[config.mk]
export PLATFORM = sky130hd
export DESIGN_NAME = ims_cond_seq
export DESIGN_NICKNAME = d
export VERILOG_FILES = /design/src/ims_pkg.sv /design/src/ims_sync2.sv /design/src/ims_baud_counter.sv /design/src/ims_cond_seq.sv
export SDC_FILE = /design/constraint.sdc
export NUM_CORES = 1
export LEC_CHECK = 0
export ABC_AREA = 0
export BUFFER_PORTS_ARGS = -buffer_cell sky130_fd_sc_hd__buf_4
export CORE_MARGIN = 2
export CORE_UTILIZATION = 41
export CTS_BUF_LIST = sky130_fd_sc_hd__clkbuf_4 sky130_fd_sc_hd__clkbuf_8
export DETAILED_ROUTE_END_ITERATION = 10
export PLACE_DENSITY = 0.62
export SYNTH_ARGS = -nofsm -noshare
export SYNTH_HDL_FRONTEND = slang
export SYNTH_SLANG_ARGS = --single-unit
[constraint.sdc]
create_clock -name i_sys_clk -period 2.4 [get_ports i_sys_clk]
set_clock_uncertainty 0.05 [all_clocks]
set_input_delay 0.6 -clock i_sys_clk [delete_from_list [all_inputs] [get_ports i_sys_clk]]
set_output_delay 0.6 -clock i_sys_clk [all_outputs]
set_load 0.005 [all_outputs]
[src/ims_pkg.sv]
// ims_pkg: register offsets, field positions, reset values and sequencer states
// for the i2c master condition sequencer; shared by every design file.
package ims_pkg;

	// register offsets on the plain register port
	localparam logic [2:0] ADDR_CTRL1 = 3'h0; // port control and sticky flags
	localparam logic [2:0] ADDR_CTRL2 = 3'h1; // second_control_reg: sequence enables
	localparam logic [2:0] ADDR_STAT = 3'h2; // serial_status_reg
	localparam logic [2:0] ADDR_BAUD = 3'h3; // baud_reload_value
	localparam logic [2:0] ADDR_BUF = 3'h4; // shift_buffer

	// control register 1 fields
	localparam int C1_WRITE_COLLISION_FLAG = 7; // write_collision_flag
	localparam int C1_BCOL = 6; // bus_collision_flag
	localparam int C1_EN = 5; // serial port module enable
	localparam int C1_EVT = 4; // serial_event_flag
	localparam int C1_IE = 0; // serial event interrupt enable

	// second control register fields
	localparam int C2_ACK_DATA_VALUE = 5; // ack_data_value
	localparam int C2_ACK_SEQUENCE_ENABLE = 4; // ack_sequence_enable
	localparam int C2_STOPEN = 2; // stop_sequence_enable
	localparam int C2_STARTEN = 0; // start sequence enable

	// status register fields
	localparam int ST_STOP = 4; // stop detected
	localparam int ST_START = 3; // start detected
	localparam int ST_BF = 0; // buffer_full_flag

	// widths, reset values and counts
	localparam int DW = 8; // data and register width
	localparam logic [7:0] BAUD_RESET = 8'h13; // reload after reset
	localparam logic [7:0] ZERO8 = 8'h00;
	localparam logic [3:0] LAST_BIT = 4'h8; // ninth clock carries the acknowledge
	localparam logic [3:0] BF_BIT = 4'h7; // eighth shift empties the buffer

	// sequencer states, gray coded in declaration order
	typedef enum logic [3:0] {
		S_IDLE = 4'h0,
		S_START_A = 4'h1,
		S_START_B = 4'h3,
		S_TX_LOW = 4'h2,
		S_TX_WAIT = 4'h6,
		S_TX_HIGH = 4'h7,
		S_ACK_LOW = 4'h5,
		S_ACK_WAIT = 4'h4,
		S_ACK_HIGH = 4'hC,
		S_STOP_A = 4'hD,
		S_STOP_B = 4'hF,
		S_STOP_C = 4'hE,
		S_STOP_D = 4'hA,
		S_STOP_E = 4'hB
	} ims_state_e;

endpackage : ims_pkg

[src/ims_sync2.sv]
// ims_sync2: two flip-flop synchroniser for one pin level.
// assumes the input is asynchronous to i_sys_clk; output is a clean level.
`timescale 1ns/100ps
`default_nettype none
module ims_sync2 import ims_pkg::*; #(
	parameter logic RESET_VAL = 1'b1
) (
	// clock and reset
	input wire logic i_sys_clk,
	input wire logic i_rst_n,
	// level in and out
	input wire logic i_async,
	output logic o_sync
);
	logic meta; // first stage, read only by the second

	// two stages; idle bus level is high, so reset to that
	always_ff @(posedge i_sys_clk) begin
		if (!i_rst_n) begin
			meta <= RESET_VAL;
			o_sync <= RESET_VAL;
		end else begin
			meta <= i_async;
			o_sync <= meta;
		end
	end
endmodule : ims_sync2
`default_nettype wire

[src/ims_baud_counter.sv]
// ims_baud_counter: reload down counter giving one tick per rollover period.
// assumes i_load is a one-cycle pulse from the sequencer on the same clock.
`timescale 1ns/100ps
`default_nettype none
module ims_baud_counter import ims_pkg::*; (
	// clock and reset
	input wire logic i_sys_clk,
	input wire logic i_rst_n,
	// control
	input wire logic i_load,
	input wire logic i_stop,
	input wire logic [DW-1:0] i_reload,
	// rollover
	output logic o_tick
);
	logic [DW-1:0] count; // remaining cycles
	logic armed; // one tick per load, then the counter idles

	// tick when armed count reaches zero; kept free of i_load, since the
	// sequencer reloads on the tick and would otherwise close a loop
	assign o_tick = armed & (count == ZERO8);

	// a load wins over stop, so a sequence leaving idle still gets its count
	always_ff @(posedge i_sys_clk) begin
		if (!i_rst_n) begin
			count <= ZERO8;
			armed <= 1'b0;
		end else if (i_load) begin
			count <= i_reload;
			armed <= 1'b1;
		end else if (i_stop) begin
			count <= ZERO8; // sequencer rests
			armed <= 1'b0;
		end else if (o_tick) begin
			armed <= 1'b0;
		end else if (armed) begin
			count <= count - 8'h01;
		end
	end
endmodule : ims_baud_counter
`default_nettype wire

[src/ims_cond_seq.sv]
// ims_cond_seq: i2c master condition sequencer with start, stop, acknowledge,
// byte send, arbitration and bus start/stop monitoring.
// assumes open-drain pins resolved outside; register port on i_sys_clk.
// How it works
// - ack enable pulls SCL low, drives ack data
// - ack: one period, release SCL, one more
// - ack end clears enable, stops counter, idles
// - buffer write during ack sets write collision
// - SCL held low after ninth clock falls
// - stop: SDA low, count, release SCL, SDA
// - stop seen sets flag; later event, clear
// - buffer write during stop sets write collision
// - in sleep, completed events wake the processor
// - reset disables port, abandons any transfer
// - start/stop bits cleared on reset, disable
// - busy bus: stop detection raises event
// - expected one sampled zero: collision, idle
// - transmit collision: halt, clear full, release
// - sequence collision: abort, release, clear enables
// - after collision, bus stop sets event
// - after collision, writes restart from bit one
// - lines low at start: abort, collide, idle
// - SCL low during first start count: collision
// - SDA early low shortcuts; then count, SCL low
// - counter reloads from baud register, starts on write
`timescale 1ns/100ps
`default_nettype none
module ims_cond_seq import ims_pkg::*; (
	// clock and reset
	input wire logic i_sys_clk,
	input wire logic i_rst_n,
	// register port
	input wire logic [2:0] i_addr,
	input wire logic [DW-1:0] i_wdata,
	input wire logic i_wr,
	input wire logic i_rd,
	output logic [DW-1:0] o_rdata,
	// open-drain bus pins
	input wire logic i_sda,
	output logic o_sda,
	output logic o_sda_oe,
	input wire logic i_scl,
	output logic o_scl,
	output logic o_scl_oe,
	// processor side
	input wire logic i_sleep,
	output logic o_event_irq,
	output logic o_wake
);
	// synchronised pins and previous samples
	logic sda_s, scl_s; // synchronised levels
	logic sda_q; // previous synchronised sda, for edges
	ims_state_e state, next_state; // sequencer state
	// software visible state
	logic port_en, event_ie; // control bits
	logic write_collision_flag, bcol, event_flag; // sticky flags
	logic ack_dt, ack_en, stop_en, start_en; // second control bits
	logic start_seen, stop_seen; // bus monitor status
	logic buf_full; // shift buffer holds unsent byte
	logic [DW-1:0] baud_reload; // counter reload
	logic [DW-1:0] shift_buffer; // last byte accepted from a buffer write
	logic [DW-1:0] shifter; // byte on its way out
	logic [3:0] bit_cnt; // clocks sent in this byte
	logic sda_low, scl_low; // lines being pulled low
	logic next_sda_low, next_scl_low;
	// sequencer requests, combinational
	logic brg_load, brg_tick; // counter reload and rollover
	logic seq_event; // own sequence finished
	logic seq_coll; // arbitration lost
	logic clr_start, clr_stop, clr_ack; // enable auto-clears
	logic tx_go, tx_shift, tx_end; // byte send steps
	logic [DW-1:0] next_rdata;

	// register decode
	wire wr_c1 = i_wr & (i_addr == ADDR_CTRL1);
	wire wr_c2 = i_wr & (i_addr == ADDR_CTRL2);
	wire wr_baud = i_wr & (i_addr == ADDR_BAUD);
	wire wr_buf = i_wr & (i_addr == ADDR_BUF);
	// writes land only when idle and enabled; otherwise they collide
	wire buf_ok = wr_buf & port_en & (state == S_IDLE) & ~start_en & ~stop_en & ~ack_en;
	wire buf_coll = wr_buf & ~buf_ok;
	// bus conditions seen while SCL stays high
	wire bus_start = scl_s & sda_q & ~sda_s;
	wire bus_stop = scl_s & ~sda_q & sda_s;
	// external stop seen while sequencer rests raises an event
	wire ext_stop_evt = bus_stop & (state == S_IDLE);

	// pin synchronisers, one per line
	ims_sync2 #(.RESET_VAL(1'b1)) u_sync_sda (
		.i_sys_clk(i_sys_clk),
		.i_rst_n(i_rst_n),
		.i_async(i_sda),
		.o_sync(sda_s)
	);
	ims_sync2 #(.RESET_VAL(1'b1)) u_sync_scl (
		.i_sys_clk(i_sys_clk),
		.i_rst_n(i_rst_n),
		.i_async(i_scl),
		.o_sync(scl_s)
	);

	// rollover counter; stopped whenever the sequencer rests
	ims_baud_counter u_baud (
		.i_sys_clk(i_sys_clk),
		.i_rst_n(i_rst_n),
		.i_load(brg_load),
		.i_stop(state == S_IDLE),
		.i_reload(baud_reload),
		.o_tick(brg_tick)
	);

	// sequencer next state; first enable set wins from idle
	always_comb begin
		next_state = state;
		next_sda_low = sda_low;
		next_scl_low = scl_low;
		brg_load = 1'b0;
		seq_event = 1'b0;
		seq_coll = 1'b0;
		clr_start = 1'b0;
		clr_stop = 1'b0;
		clr_ack = 1'b0;
		tx_go = 1'b0;
		tx_shift = 1'b0;
		tx_end = 1'b0;
		case (state)
			S_IDLE: begin
				// lines keep their last level, so SCL stays low after a byte
				if (start_en) begin
					if (!sda_s || !scl_s) begin
						seq_coll = 1'b1;
					end else begin
						brg_load = 1'b1;
						next_state = S_START_A;
					end
				end else if (stop_en) begin
					next_sda_low = 1'b1;
					next_scl_low = 1'b1;
					next_state = S_STOP_A;
				end else if (ack_en) begin
					next_scl_low = 1'b1;
					next_sda_low = ~ack_dt;
					brg_load = 1'b1;
					next_state = S_ACK_LOW;
				end else if (buf_ok) begin
					tx_go = 1'b1;
					brg_load = 1'b1;
					next_scl_low = 1'b1;
					next_sda_low = ~i_wdata[DW-1];
					next_state = S_TX_LOW;
				end
			end
			S_START_A: begin
				if (!sda_s) begin
					// another master took SDA first: assert ours at once
					next_sda_low = 1'b1;
					brg_load = 1'b1;
					next_state = S_START_B;
				end else if (!scl_s) begin
					seq_coll = 1'b1;
				end else if (brg_tick) begin
					next_sda_low = 1'b1;
					brg_load = 1'b1;
					next_state = S_START_B;
				end
			end
			S_START_B: begin
				// SCL low here is ignored by design
				if (brg_tick) begin
					next_scl_low = 1'b1;
					clr_start = 1'b1;
					seq_event = 1'b1;
					next_state = S_IDLE;
				end
			end
			S_TX_LOW: begin
				next_sda_low = ~shifter[DW-1];
				if (brg_tick) begin
					next_scl_low = 1'b0;
					next_state = S_TX_WAIT;
				end
			end
			S_TX_WAIT: begin
				// clock stretching: count only once SCL is really high
				if (scl_s) begin
					brg_load = 1'b1;
					next_state = S_TX_HIGH;
				end
			end
			S_TX_HIGH: begin
				if (shifter[DW-1] && bit_cnt != LAST_BIT && !sda_s) begin
					seq_coll = 1'b1;
				end else if (brg_tick) begin
					next_scl_low = 1'b1;
					tx_shift = 1'b1;
					brg_load = 1'b1;
					next_sda_low = ~shifter[DW-2];
					if (bit_cnt == LAST_BIT) begin
						// hold SCL low after the ninth clock, SDA floating
						next_sda_low = 1'b0;
						tx_end = 1'b1;
						seq_event = 1'b1;
						next_state = S_IDLE;
					end else begin
						next_state = S_TX_LOW;
					end
				end
			end
			S_ACK_LOW: begin
				if (brg_tick) begin
					next_scl_low = 1'b0;
					next_state = S_ACK_WAIT;
				end
			end
			S_ACK_WAIT: begin
				if (scl_s) begin
					brg_load = 1'b1;
					next_state = S_ACK_HIGH;
				end
			end
			S_ACK_HIGH: begin
				if (ack_dt && !sda_s) begin
					seq_coll = 1'b1;
				end else if (brg_tick) begin
					next_scl_low = 1'b1;
					next_sda_low = 1'b0;
					clr_ack = 1'b1;
					seq_event = 1'b1;
					next_state = S_IDLE;
				end
			end
			S_STOP_A: begin
				if (!sda_s) begin
					brg_load = 1'b1;
					next_state = S_STOP_B;
				end
			end
			S_STOP_B: begin
				if (brg_tick) begin
					next_scl_low = 1'b0;
					brg_load = 1'b1;
					next_state = S_STOP_C;
				end
			end
			S_STOP_C: begin
				if (brg_tick) begin
					next_sda_low = 1'b0;
					next_state = S_STOP_D;
				end
			end
			S_STOP_D: begin
				// stop bit itself is set by the bus monitor on this edge
				if (sda_s && scl_s) begin
					brg_load = 1'b1;
					next_state = S_STOP_E;
				end
			end
			S_STOP_E: begin
				if (brg_tick) begin
					clr_stop = 1'b1;
					seq_event = 1'b1;
					next_state = S_IDLE;
				end
			end
			default: begin
				next_state = S_IDLE;
			end
		endcase
		// collision or disable: drop everything and release both lines
		if (seq_coll || !port_en) begin
			next_state = S_IDLE;
			next_sda_low = 1'b0;
			next_scl_low = 1'b0;
			clr_start = 1'b1;
			clr_stop = 1'b1;
			clr_ack = 1'b1;
		end
	end

	// sequencer state and line drivers
	always_ff @(posedge i_sys_clk) begin
		if (!i_rst_n) begin
			state <= S_IDLE;
			sda_low <= 1'b0;
			scl_low <= 1'b0;
			sda_q <= 1'b1;
		end else begin
			state <= next_state;
			sda_low <= next_sda_low;
			scl_low <= next_scl_low;
			sda_q <= sda_s;
		end
	end

	// byte shifter; a collision leaves the count at zero for the next write
	always_ff @(posedge i_sys_clk) begin
		if (!i_rst_n || seq_coll) begin
			bit_cnt <= 4'h0;
			shifter <= ZERO8;
		end else if (tx_go) begin
			bit_cnt <= 4'h0;
			shifter <= i_wdata;
		end else if (tx_end) begin
			bit_cnt <= 4'h0; // byte done, next write starts clean
			shifter <= ZERO8;
		end else if (tx_shift) begin
			bit_cnt <= bit_cnt + 4'h1;
			shifter <= {shifter[DW-2:0], 1'b1};
		end
	end

	// software control bits and buffer contents
	always_ff @(posedge i_sys_clk) begin
		if (!i_rst_n) begin
			port_en <= 1'b0;
			event_ie <= 1'b0;
			baud_reload <= BAUD_RESET;
			shift_buffer <= ZERO8;
		end else begin
			if (wr_c1) begin
				port_en <= i_wdata[C1_EN];
				event_ie <= i_wdata[C1_IE];
			end
			if (wr_baud) begin
				baud_reload <= i_wdata;
			end
			if (buf_ok) begin
				shift_buffer <= i_wdata;
			end
		end
	end

	// sequence enables: software sets, hardware clears at end or collision
	always_ff @(posedge i_sys_clk) begin
		if (!i_rst_n) begin
			ack_dt <= 1'b0;
			ack_en <= 1'b0;
			stop_en <= 1'b0;
			start_en <= 1'b0;
		end else begin
			ack_dt <= wr_c2 ? i_wdata[C2_ACK_DATA_VALUE] : ack_dt;
			ack_en <= ~clr_ack & (wr_c2 ? i_wdata[C2_ACK_SEQUENCE_ENABLE] : ack_en);
			stop_en <= ~clr_stop & (wr_c2 ? i_wdata[C2_STOPEN] : stop_en);
			start_en <= ~clr_start & (wr_c2 ? i_wdata[C2_STARTEN] : start_en);
		end
	end

	// sticky flags: writing zero clears, a hardware set in the same cycle wins
	always_ff @(posedge i_sys_clk) begin
		if (!i_rst_n) begin
			write_collision_flag <= 1'b0;
			bcol <= 1'b0;
			event_flag <= 1'b0;
		end else begin
			write_collision_flag <= buf_coll | (write_collision_flag & ~(wr_c1 & ~i_wdata[C1_WRITE_COLLISION_FLAG]));
			bcol <= seq_coll | (bcol & ~(wr_c1 & ~i_wdata[C1_BCOL]));
			event_flag <= seq_event | ext_stop_evt | (event_flag & ~(wr_c1 & ~i_wdata[C1_EVT]));
		end
	end

	// buffer full: set on accepted write, cleared after eighth bit or collision
	always_ff @(posedge i_sys_clk) begin
		if (!i_rst_n || seq_coll) begin
			buf_full <= 1'b0;
		end else if (tx_go) begin
			buf_full <= 1'b1;
		end else if (tx_shift && bit_cnt == BF_BIT) begin
			buf_full <= 1'b0;
		end
	end

	// bus monitor runs even after a collision; cleared while disabled
	always_ff @(posedge i_sys_clk) begin
		if (!i_rst_n || !port_en) begin
			start_seen <= 1'b0;
			stop_seen <= 1'b0;
		end else if (bus_start) begin
			start_seen <= 1'b1;
			stop_seen <= 1'b0;
		end else if (bus_stop) begin
			start_seen <= 1'b0;
			stop_seen <= 1'b1;
		end
	end

	// read mux; unmapped offsets read zero
	always_comb begin
		next_rdata = ZERO8;
		case (i_addr)
			ADDR_CTRL1: begin
				next_rdata[C1_WRITE_COLLISION_FLAG] = write_collision_flag;
				next_rdata[C1_BCOL] = bcol;
				next_rdata[C1_EN] = port_en;
				next_rdata[C1_EVT] = event_flag;
				next_rdata[C1_IE] = event_ie;
			end
			ADDR_CTRL2: begin
				next_rdata[C2_ACK_DATA_VALUE] = ack_dt;
				next_rdata[C2_ACK_SEQUENCE_ENABLE] = ack_en;
				next_rdata[C2_STOPEN] = stop_en;
				next_rdata[C2_STARTEN] = start_en;
			end
			ADDR_STAT: begin
				next_rdata[ST_STOP] = stop_seen;
				next_rdata[ST_START] = start_seen;
				next_rdata[ST_BF] = buf_full;
			end
			ADDR_BAUD: begin
				next_rdata = baud_reload;
			end
			ADDR_BUF: begin
				next_rdata = shift_buffer;
			end
			default: begin
				next_rdata = ZERO8;
			end
		endcase
	end

	// registered outputs; the pins only ever pull low
	always_ff @(posedge i_sys_clk) begin
		if (!i_rst_n) begin
			o_rdata <= ZERO8;
			o_sda <= 1'b0;
			o_scl <= 1'b0;
			o_sda_oe <= 1'b0;
			o_scl_oe <= 1'b0;
			o_event_irq <= 1'b0;
			o_wake <= 1'b0;
		end else begin
			o_rdata <= i_rd ? next_rdata : ZERO8;
			o_sda <= 1'b0;
			o_scl <= 1'b0;
			o_sda_oe <= next_sda_low;
			o_scl_oe <= next_scl_low;
			o_event_irq <= event_flag & event_ie;
			o_wake <= i_sleep & event_flag & event_ie;
		end
	end
endmodule : ims_cond_seq
`default_nettype wire

==> results of run 1 <==
area by class of cell:
type                            count  area [µm²]
Clock buffer                       13       166.4
Clock inverter                      1       30.03
Fill cell                         846        4592
Inverter                           10       37.54
Multi-Input combinational cell    348        2213
Sequential cell                    70        1401
Tap cell                          111       138.9
Timing Repair Buffer               63       485.5
sequential cells by signal, summed over array words and instances (netlist names), 4 cells and up:
register / cells
shifter: 8
shift_buffer: 8
baud_reload: 8
bit_cnt: 4
o_rdata: 8
u_baud.count: 8
state: 4
power groups by stage:
stage          Combinational, W  Clock, W  Sequential [W]
3_3_place_gp           0.000129         0         0.00121
2_1_floorplan         0.0000688         0         0.00121
4_1_cts                0.000129  0.000990         0.00118
3_5_place_dp           0.000128         0         0.00121
6_report               0.000130  0.000969         0.00118
5_1_grt                0.000141   0.00104         0.00118
layer usage:
layer | track usage, % | wire (µm) | vias to the layer above
met4 | 5.163 | 123 | 0
li1 | - | - | 1716
met3 | 4.387 | 463 | 15
met5 | 0 | 0 | -
met2 | 33.06 | 4685 | 92
met1 | 28.14 | 4775 | 1632
cell usage in the layout, fill, tap and decap left out, drive strengths merged, types with 3 or more instances in the layout:
master	Yosys	final
a211oi	4	4
o21bai	3	3
dfxtp	70	70
nor2	45	45
nand2b	13	13
clkbuf	13	13
a221oi	9	9
a22o	3	3
nor2b	8	8
o21ai	18	18
buf	18	63
a31oi	5	5
or2	4	4
xnor2	7	7
o211a	3	3
a21oi	28	28
nand4b	3	3
nor3	14	14
mux2i	11	11
and3	9	9
and2	5	5
ha	4	4
nor4	3	3
inv	10	10
or3	4	4
nand2	59	59
xor2	4	4
nand3	17	17
o211ai	4	4
a21boi	18	18
cells by family (layout without fill, tap and decap cells):
| family | count (synthesis) | count (layout) | synth area share, % |
|---|---|---|---|
| and+or+nand+nor | 198 | 198 | 27.22 |
| buffers and inverters | 41 | 87 | 5.106 |
| adders and majority gates | 4 | 4 | 1.326 |
| DFF | 70 | 70 | 37.14 |
| xor gates and xnor gates | 11 | 11 | 2.553 |
| other | 1 | 2 | 0.09937 |
| muxes | 14 | 14 | 4.111 |
| AOI/OAI and AO/OA | 119 | 119 | 22.45 |
per-stage QoR:
stage	setup slack (ps)	hold WS [ps]	utilization (%)
after floorplan	326.7	336.3	-
after detailed placement	76.21	341.7	46.85
final	132.5	373.7	49.34
after global placement	98.41	352.7	46.85
after CTS	41.19	378.9	49.01
after global routing	-30.02	393.9	49.34
path summary, 6_finish.rpt:
check / cells past startpoint / slack (ps) / endpoint
worst max-delay path: 9 / 130 / u_baud.count[1]
worst min-delay path: 1 / 370 / u_sync_sda.o_sync
worst max register to register: 9 / 130 / u_baud.count[1]
worst min register to register: 1 / 370 / u_sync_sda.o_sync
critical path, stage by stage, from the launching register on:
cell	delay, ps
dfxtp_1	370
inv_1	60
ha_1	170
and3b_1	210
o21bai_1	300
a21o_1	190
o211ai_2	100
buf_4	190
a311oi_1	340
o221a_2	240
==> qor.txt, run 1 <==
CORE AREA: 9065 µm²
input/output buffers: 29
biggest area consumer among synthesized cells: dfxtp_1
Clk network pwr share: 42.5%
clk root buf: clkbuf_8
timing startpoint of the critical path: bit_cnt[1]
maximum vdd drop: 0.3555 mV
#FFs+latches synth: 70
Total Power: 0.002282 W
io pins: 32
Max-Cap Viols: 0
Seq pwr share: 51.8%
FF-to-FF Start: bit_cnt[1]
post-DP HPWL: 7313 µm
Layout area overhead: 18.53%
initial antenna violation count: 0
initial DRC count: 220
Final ANT Viol Nets: 0
Synth area leaders: dfxtp_1 37%, nand2_1 5.7%, nor2_1 4.4%
Yosys cell types: 73
cts bufs inserted: 9
Post-Route WL: 10050 µm
Clock transition at path regs: 70 ps
drt pass-1 iters: 5
Max transition margin: 65.74%
PwrDens: 510.2 nW/µm²
Clock Path Buffers: 2
most frequent cell after synthesis: dfxtp_1
critical path startpoint category: register
max frequency: 441.0 MHz
Setup TNS: 0 ps
asr flop ratio synth: 0%
WL per Instance: 16.31 µm
crit path max fanout: 11
Power Internal: 0.001779 W
Setup crit end kind: register
post-route cell area: 4473 µm²
total placed cells including tap cells: 602
Post-CTS Setup Bufs: 0
register area share after synthesis: 37.14%
Final GP Congestion: 0.9429
hold_sp: u_sync_sda.meta
combinational power share: 5.7%
main flop type after synthesis: dfxtp_1
synth warn: 0
H-tree Lvls: 3
clock latency on the worst-skew pair: 330 ps
fin. max-slew vios: 0
data arrival time of the worst path: 2500 ps
Syn Inst Count: 458
Net Sw Frac: 22.06%
die area: 9987 µm²
initial core utilization: 41.63%
Total GRT Usage: 20.51%
Die Span Y: 99.94 µm
largest net degree at the start of global routing: 26
vias in the first global route: 3271
WP data required: 2630 ps
Non-Filler Instances: 616
WS Path Type: reg2reg
fraction of layout cells with a size suffix above 1: 20.59%
post-synth top area share: 37.14%
# DRC: 0
Die X: 99.94 µm
Area after DPL: 4247 µm²
EDFF count, synth: 0
Worst Hold Class: reg2reg
most frequent cells after synthesis: 70 x dfxtp_1, 57 x nand2_1, 44 x nor2_1, 28 x a21oi_1
Sink Count: 70
Sw Pwr: 0.0005035 W
P_leak: 1.725 nW
# diodes: 0
Syn Area/Cell: 8.239 µm²
status: completed
Hold Vio Cnt, Final: 0
Layout Nets: 524
CTS resizes: 0
first-pass GRT wire length: 16240 µm
Cell Rows: 35
synthesized cell area: 3774 µm²
final period utilization: 94.48%
via count: 3455
CTS tree: built
min Tclk post-route: 2268 ps
vias per std cell: 5.609
final setup vio count: 0
grt total ovfl: 0
number of hold buffers added after CTS: 0
Slew @ Worst Pin: 513.2 ps
Power figures use the tool's default switching activity.
==> run 2, diff against run 1 <==
RECOVER_POWER = 25   (was default)
==> qor.txt, run 2 (same netlist as run 1, synthesis figures left out) <==
Total Power: 0.002281 W (about the same)
Max-Cap Viols: 0 (unchanged)
initial DRC count: 207 (-5.9%)
hold_ws: 373.8 ps (+0.08800 ps)
WS Path Type: reg2reg
Die Span Y: 99.94 µm (unchanged)
vias in the first global route: 3271 (unchanged)
Final ANT Viol Nets: 0 (unchanged)
clk root buf: clkbuf_8
grt total ovfl: 0 (unchanged)
CORE AREA: 9065 µm² (unchanged)
drt pass-1 iters: 5 (unchanged)
Die X: 99.94 µm (unchanged)
clock latency on the worst-skew pair: 330 ps (about the same)
# DRC: 0 (unchanged)
critical path startpoint category: register
Slew @ Worst Pin: 1053 ps (+539.9 ps)
final period utilization: 94.52% (about the same)
min Tclk post-route: 2268 ps (+0.9280 ps)
first-pass GRT wire length: 16240 µm (unchanged)
cts bufs inserted: 9 (unchanged)
data arrival time of the worst path: 2500 ps (about the same)
final core occ: 49.28% (-0.069 points)
max frequency: 440.8 MHz (about the same)
Cell Rows: 35 (unchanged)
Layout area overhead: 18.37%
# diodes: 0 (unchanged)
fraction of layout cells with a size suffix above 1: 20.40% (-0.20 points)
Total GRT Usage: 20.51% (unchanged)
PwrDens: 510.7 nW/µm² (+0.10%)
Post-Route WL: 10030 µm (-0.19%)
Max transition margin: 29.79% (-36 points)
Final GP Congestion: 0.9429 (unchanged)
fin. max-slew vios: 0 (unchanged)
Hold Vio Cnt, Final: 0 (unchanged)
status: completed
WP data required: 2630 ps (about the same)
Sink Count: 70 (unchanged)
via count: 3436 (-0.55%)
CTS tree: built
WL per Instance: 16.28 µm (-0.19%)
Layout Nets: 524 (unchanged)
vias per std cell: 5.578 (-0.55%)
commonest non-fill, non-tap cell in the layout: dfxtp_1
io pins: 32 (unchanged)
maximum vdd drop: 0.3546 mV (-0.25%)
crit path max fanout: 11 (unchanged)
H-tree Lvls: 3 (unchanged)
Clock transition at path regs: 70 ps (about the same)
Worst Hold Class: reg2reg
Non-Filler Instances: 616 (unchanged)
die area: 9987 µm² (unchanged)
initial core utilization: 41.63% (unchanged)
total placed cells including tap cells: 602 (unchanged)
initial antenna violation count: 0 (unchanged)
final setup vio count: 0 (unchanged)
input/output buffers: 29 (unchanged)
Clock Path Buffers: 2 (unchanged)
P_leak: 1.721 nW (-0.28%)
post-DP HPWL: 7313 µm (unchanged)
commonest cells after routing, fill and taps aside: 70 x dfxtp_1, 59 x buf_4, 55 x nand2_1
largest net degree at the start of global routing: 26 (unchanged)
Setup crit end kind: register
-- run 2: routing by layer --
layer	vias to the layer above	wire length, µm	global-route usage [%]
met5	-	0	0
met4	0	129	5.163
met3	13	501	4.387
met2	89	4665	33.06
met1	1617	4732	28.14
li1	1717	-	-
-- run 2: critical path, cell delays in order (launching register included) --
cell      delay, ps
dfxtp_1         370
inv_1            60
ha_1            170
and3b_1         210
o21bai_1        300
a21o_1          190
o211ai_2        100
buf_4           190
a311oi_1        340
o221a_2         240
-- run 2: path summary, 6_finish.rpt --
kind / cells after the start / slack (ps) / from / endpoint
max reg2reg: 9 / 130 / bit_cnt[1] / u_baud.count[1]
min reg2reg: 1 / 370 / u_sync_sda.meta / u_sync_sda.o_sync
max: 9 / 130 / bit_cnt[1] / u_baud.count[1]
min: 1 / 370 / u_sync_sda.meta / u_sync_sda.o_sync
-- run 2: timing repair --
| action | 4_1_cts | 5_1_grt |
|---|---|---|
| setup endpoints to repair | 0 | 18 |
| buffers inserted | 0 | 0 |
| hold buffers | 0 | 0 |
| gates resized for setup | 0 | 8 |
-- run 2: layout make-up --
class	count	area, µm²
clock buffers	13	166.4
clock inverters	1	30.03
fillers	845	4598
inverters	10	37.54
multi-input cells	348	2213
flip-flops and latches	70	1401
well taps	111	138.9
repair buffers	63	479.2
-- run 2: through the flow --
| step | worst slack, ps | instance area [µm²] | TNS, ps |
|---|---|---|---|
| 2_1_floorplan | 326.7 | 3777 | 0 |
| 4_1_cts | 41.19 | 4443 | 0 |
| 5_1_grt | -30.02 | 4467 | -31.07 |
| 3_5_place_dp | 76.21 | 4247 | 0 |
| 3_3_place_gp | 98.41 | 4247 | 0 |
| 6_report | 131.6 | 4467 | 0 |
-- run 2: power breakdown --
group	leakage, nW	total [W]	internal, W	switching (W)
combinational	1.05	0.000129	0.0000550	0.0000738
sequential	0.566	0.00118	0.00117	0.0000104
clock	0.102	0.000969	0.000550	0.000419
==> run 3, diff against run 2 <==
GPL_TIMING_DRIVEN = 0   (was default)
==> qor.txt, run 3 (same netlist as run 1, synthesis figures left out) <==
status: completed
final period utilization: 93.62% (-0.90 points)
initial core utilization: 41.63% (unchanged)
Cell Rows: 35 (unchanged)
Slowest Stage Delay on Critical Path: 390 ps (+20 ps)
post-route cell area: 4370 µm² (-2.2%)
initial DRC count: 281 (+36%)
worst path cell trace: inv_1 -> ha_1 -> and3b_2 -> o21bai_2 -> a21o_1 -> and3_1 -> nand2_2 -> o221a_2
# DRC: 0 (unchanged)
min Tclk post-route: 2247 ps (-21.61 ps)
Setup TNS: 0 ps (unchanged)
CP max stage cell: dfxtp_1
Seq pwr share: 49.3% (-2.6 points)
Clock Path Buffers: 2 (unchanged)
Total GRT Usage: 22.07% (+1.6 points)
Worst Hold Class: reg2reg
crit path max fanout: 7 (-4)
vias in the first global route: 3321 (+1.5%)
Clk network pwr share: 45.3% (+2.8 points)
fraction of layout cells with a size suffix above 1: 16.90% (-3.5 points)
# diodes: 0 (unchanged)
WS Path Type: reg2reg
Post-Route WL: 10480 µm (+4.5%)
CTS tree: built
largest net degree at the start of global routing: 13 (-50%)
Hold Vio Cnt, Final: 0 (unchanged)
Max transition margin: 57.72% (+28 points)
vias per std cell: 5.642 (+1.1%)
Setup crit end kind: register
Slew @ Worst Pin: 629.3 ps (-423.9 ps)
Die Span Y: 99.94 µm (unchanged)
Max-Cap Viols: 0 (unchanged)
clk root buf: clkbuf_8
commonest non-fill, non-tap cell in the layout: dfxtp_1
dpl ws: -341.2 ps (-417.4 ps)
grt total ovfl: 0 (unchanged)
max frequency: 445.1 MHz (+0.96%)
Final ANT Viol Nets: 0 (unchanged)
maximum vdd drop: 0.2885 mV (-19%)
Final GP Congestion: 0.8788 (-6.8%)
met3 GRT Util: 5.014% (+0.63 points)
grt met1 use: 30.52% (+2.4 points)
input/output buffers: 28 (-3.4%)
global routing's busiest layer: met2
Layout Nets: 520 (-0.76%)
Sw Pwr: 0.0005824 W (+16%)
drt pass-1 iters: 5 (unchanged)
cts bufs inserted: 9 (unchanged)
fin. max-slew vios: 0 (unchanged)
H-tree Lvls: 3 (unchanged)
data arrival time of the worst path: 2440 ps (-60 ps)
CORE AREA: 9065 µm² (unchanged)
initial antenna violation count: 0 (unchanged)
combinational power share: 5.4% (-0.2 points)
Clock transition at path regs: 90 ps (+20 ps)
via count: 3464 (+0.81%)
crit path buf inv count: 1 (-1)
Net Sw Frac: 24.26% (+2.2 points)
final setup vio count: 0 (unchanged)
io pins: 32 (unchanged)
Power Internal: 0.001818 W (+2.3%)
first-pass GRT wire length: 17170 µm (+5.7%)
WL per Instance: 17.07 µm (+4.8%)
die area: 9987 µm² (unchanged)
Die X: 99.94 µm (unchanged)
commonest cells after routing, fill and taps aside: 70 x dfxtp_1, 55 x nand2_1, 44 x nor2_1
clock latency on the worst-skew pair: 360 ps (+30 ps)
setup slack after layout: 153.2 ps (+21.61 ps)
Total Power: 0.002401 W (+5.2%)
unrepaired setup endpoints after global routing: false
CP delay by family, top: simple AND/OR/NAND/NOR gates
Area after DPL: 4126 µm² (-2.8%)
PwrDens: 549.3 nW/µm² (+7.5%)
post-DP HPWL: 7604 µm (+4.0%)
Layout area overhead: 15.82%
WP data required: 2600 ps (-30 ps)
Sink Count: 70 (unchanged)
M2 GR Usage: 33.99% (+0.94 points)
P_leak: 1.638 nW (-4.8%)
critical path startpoint category: register
## run 3: worst paths after layout
kind / start / to / slack [ps] / cells after the start
worst max-delay path: bit_cnt[0] / u_baud.count[2] / 150 / 8
worst min-delay path: u_sync_sda.meta / u_sync_sda.o_sync / 370 / 1
worst max register to register: bit_cnt[0] / u_baud.count[2] / 150 / 8
worst min register to register: u_sync_sda.meta / u_sync_sda.o_sync / 370 / 1
## run 3: timing repair
item	CTS	global route
setup buffers	0	1
pin swaps	0	2
gates resized for setup	4	5
hold buffers	0	0
setup endpoints to repair	27	20
## run 3: worst reg2reg max path, delay by kind of cell (launching register included)
family	cells	cell delay, ps
buf+inv	1	60
compound gates	3	690
fa+ha+maj	1	180
flops	1	390
simple gates	3	750
## run 3: stage by stage
stage,util [%],instances,hold WS (ps)
6_report,48.21,614,370.7
3_5_place_dp,45.52,598,356.1
4_1_cts,48.10,613,372.0
5_1_grt,48.21,614,370.0
2_1_floorplan,-,459,336.3
3_3_place_gp,45.52,598,348.5
## run 3: final cells by class
class | count | area [µm²]
clock inverters | 6 | 86.33
clock buffers | 10 | 131.4
flip-flops and latches | 70 | 1401
repair buffers | 29 | 206.4
plain buffers | 30 | 152.6
fillers | 899 | 4695
well taps | 111 | 138.9
multi-input cells | 348 | 2216
inverters | 10 | 37.54
## run 3: power groups by stage
stage	combinational [W]	clock [W]	sequential, W
2_1_floorplan	0.0000688	0	0.00121
3_3_place_gp	0.000127	0	0.00121
3_5_place_dp	0.000127	0	0.00121
4_1_cts	0.000128	0.00109	0.00118
5_1_grt	0.000141	0.00114	0.00118
6_report	0.000129	0.00109	0.00118
## run 3: per-layer routing
layer | up-vias | routed length (µm)
li1 | 1712 | -
met1 | 1647 | 5015
met2 | 88 | 4781
met3 | 17 | 472
met4 | 0 | 210
met5 | - | 0
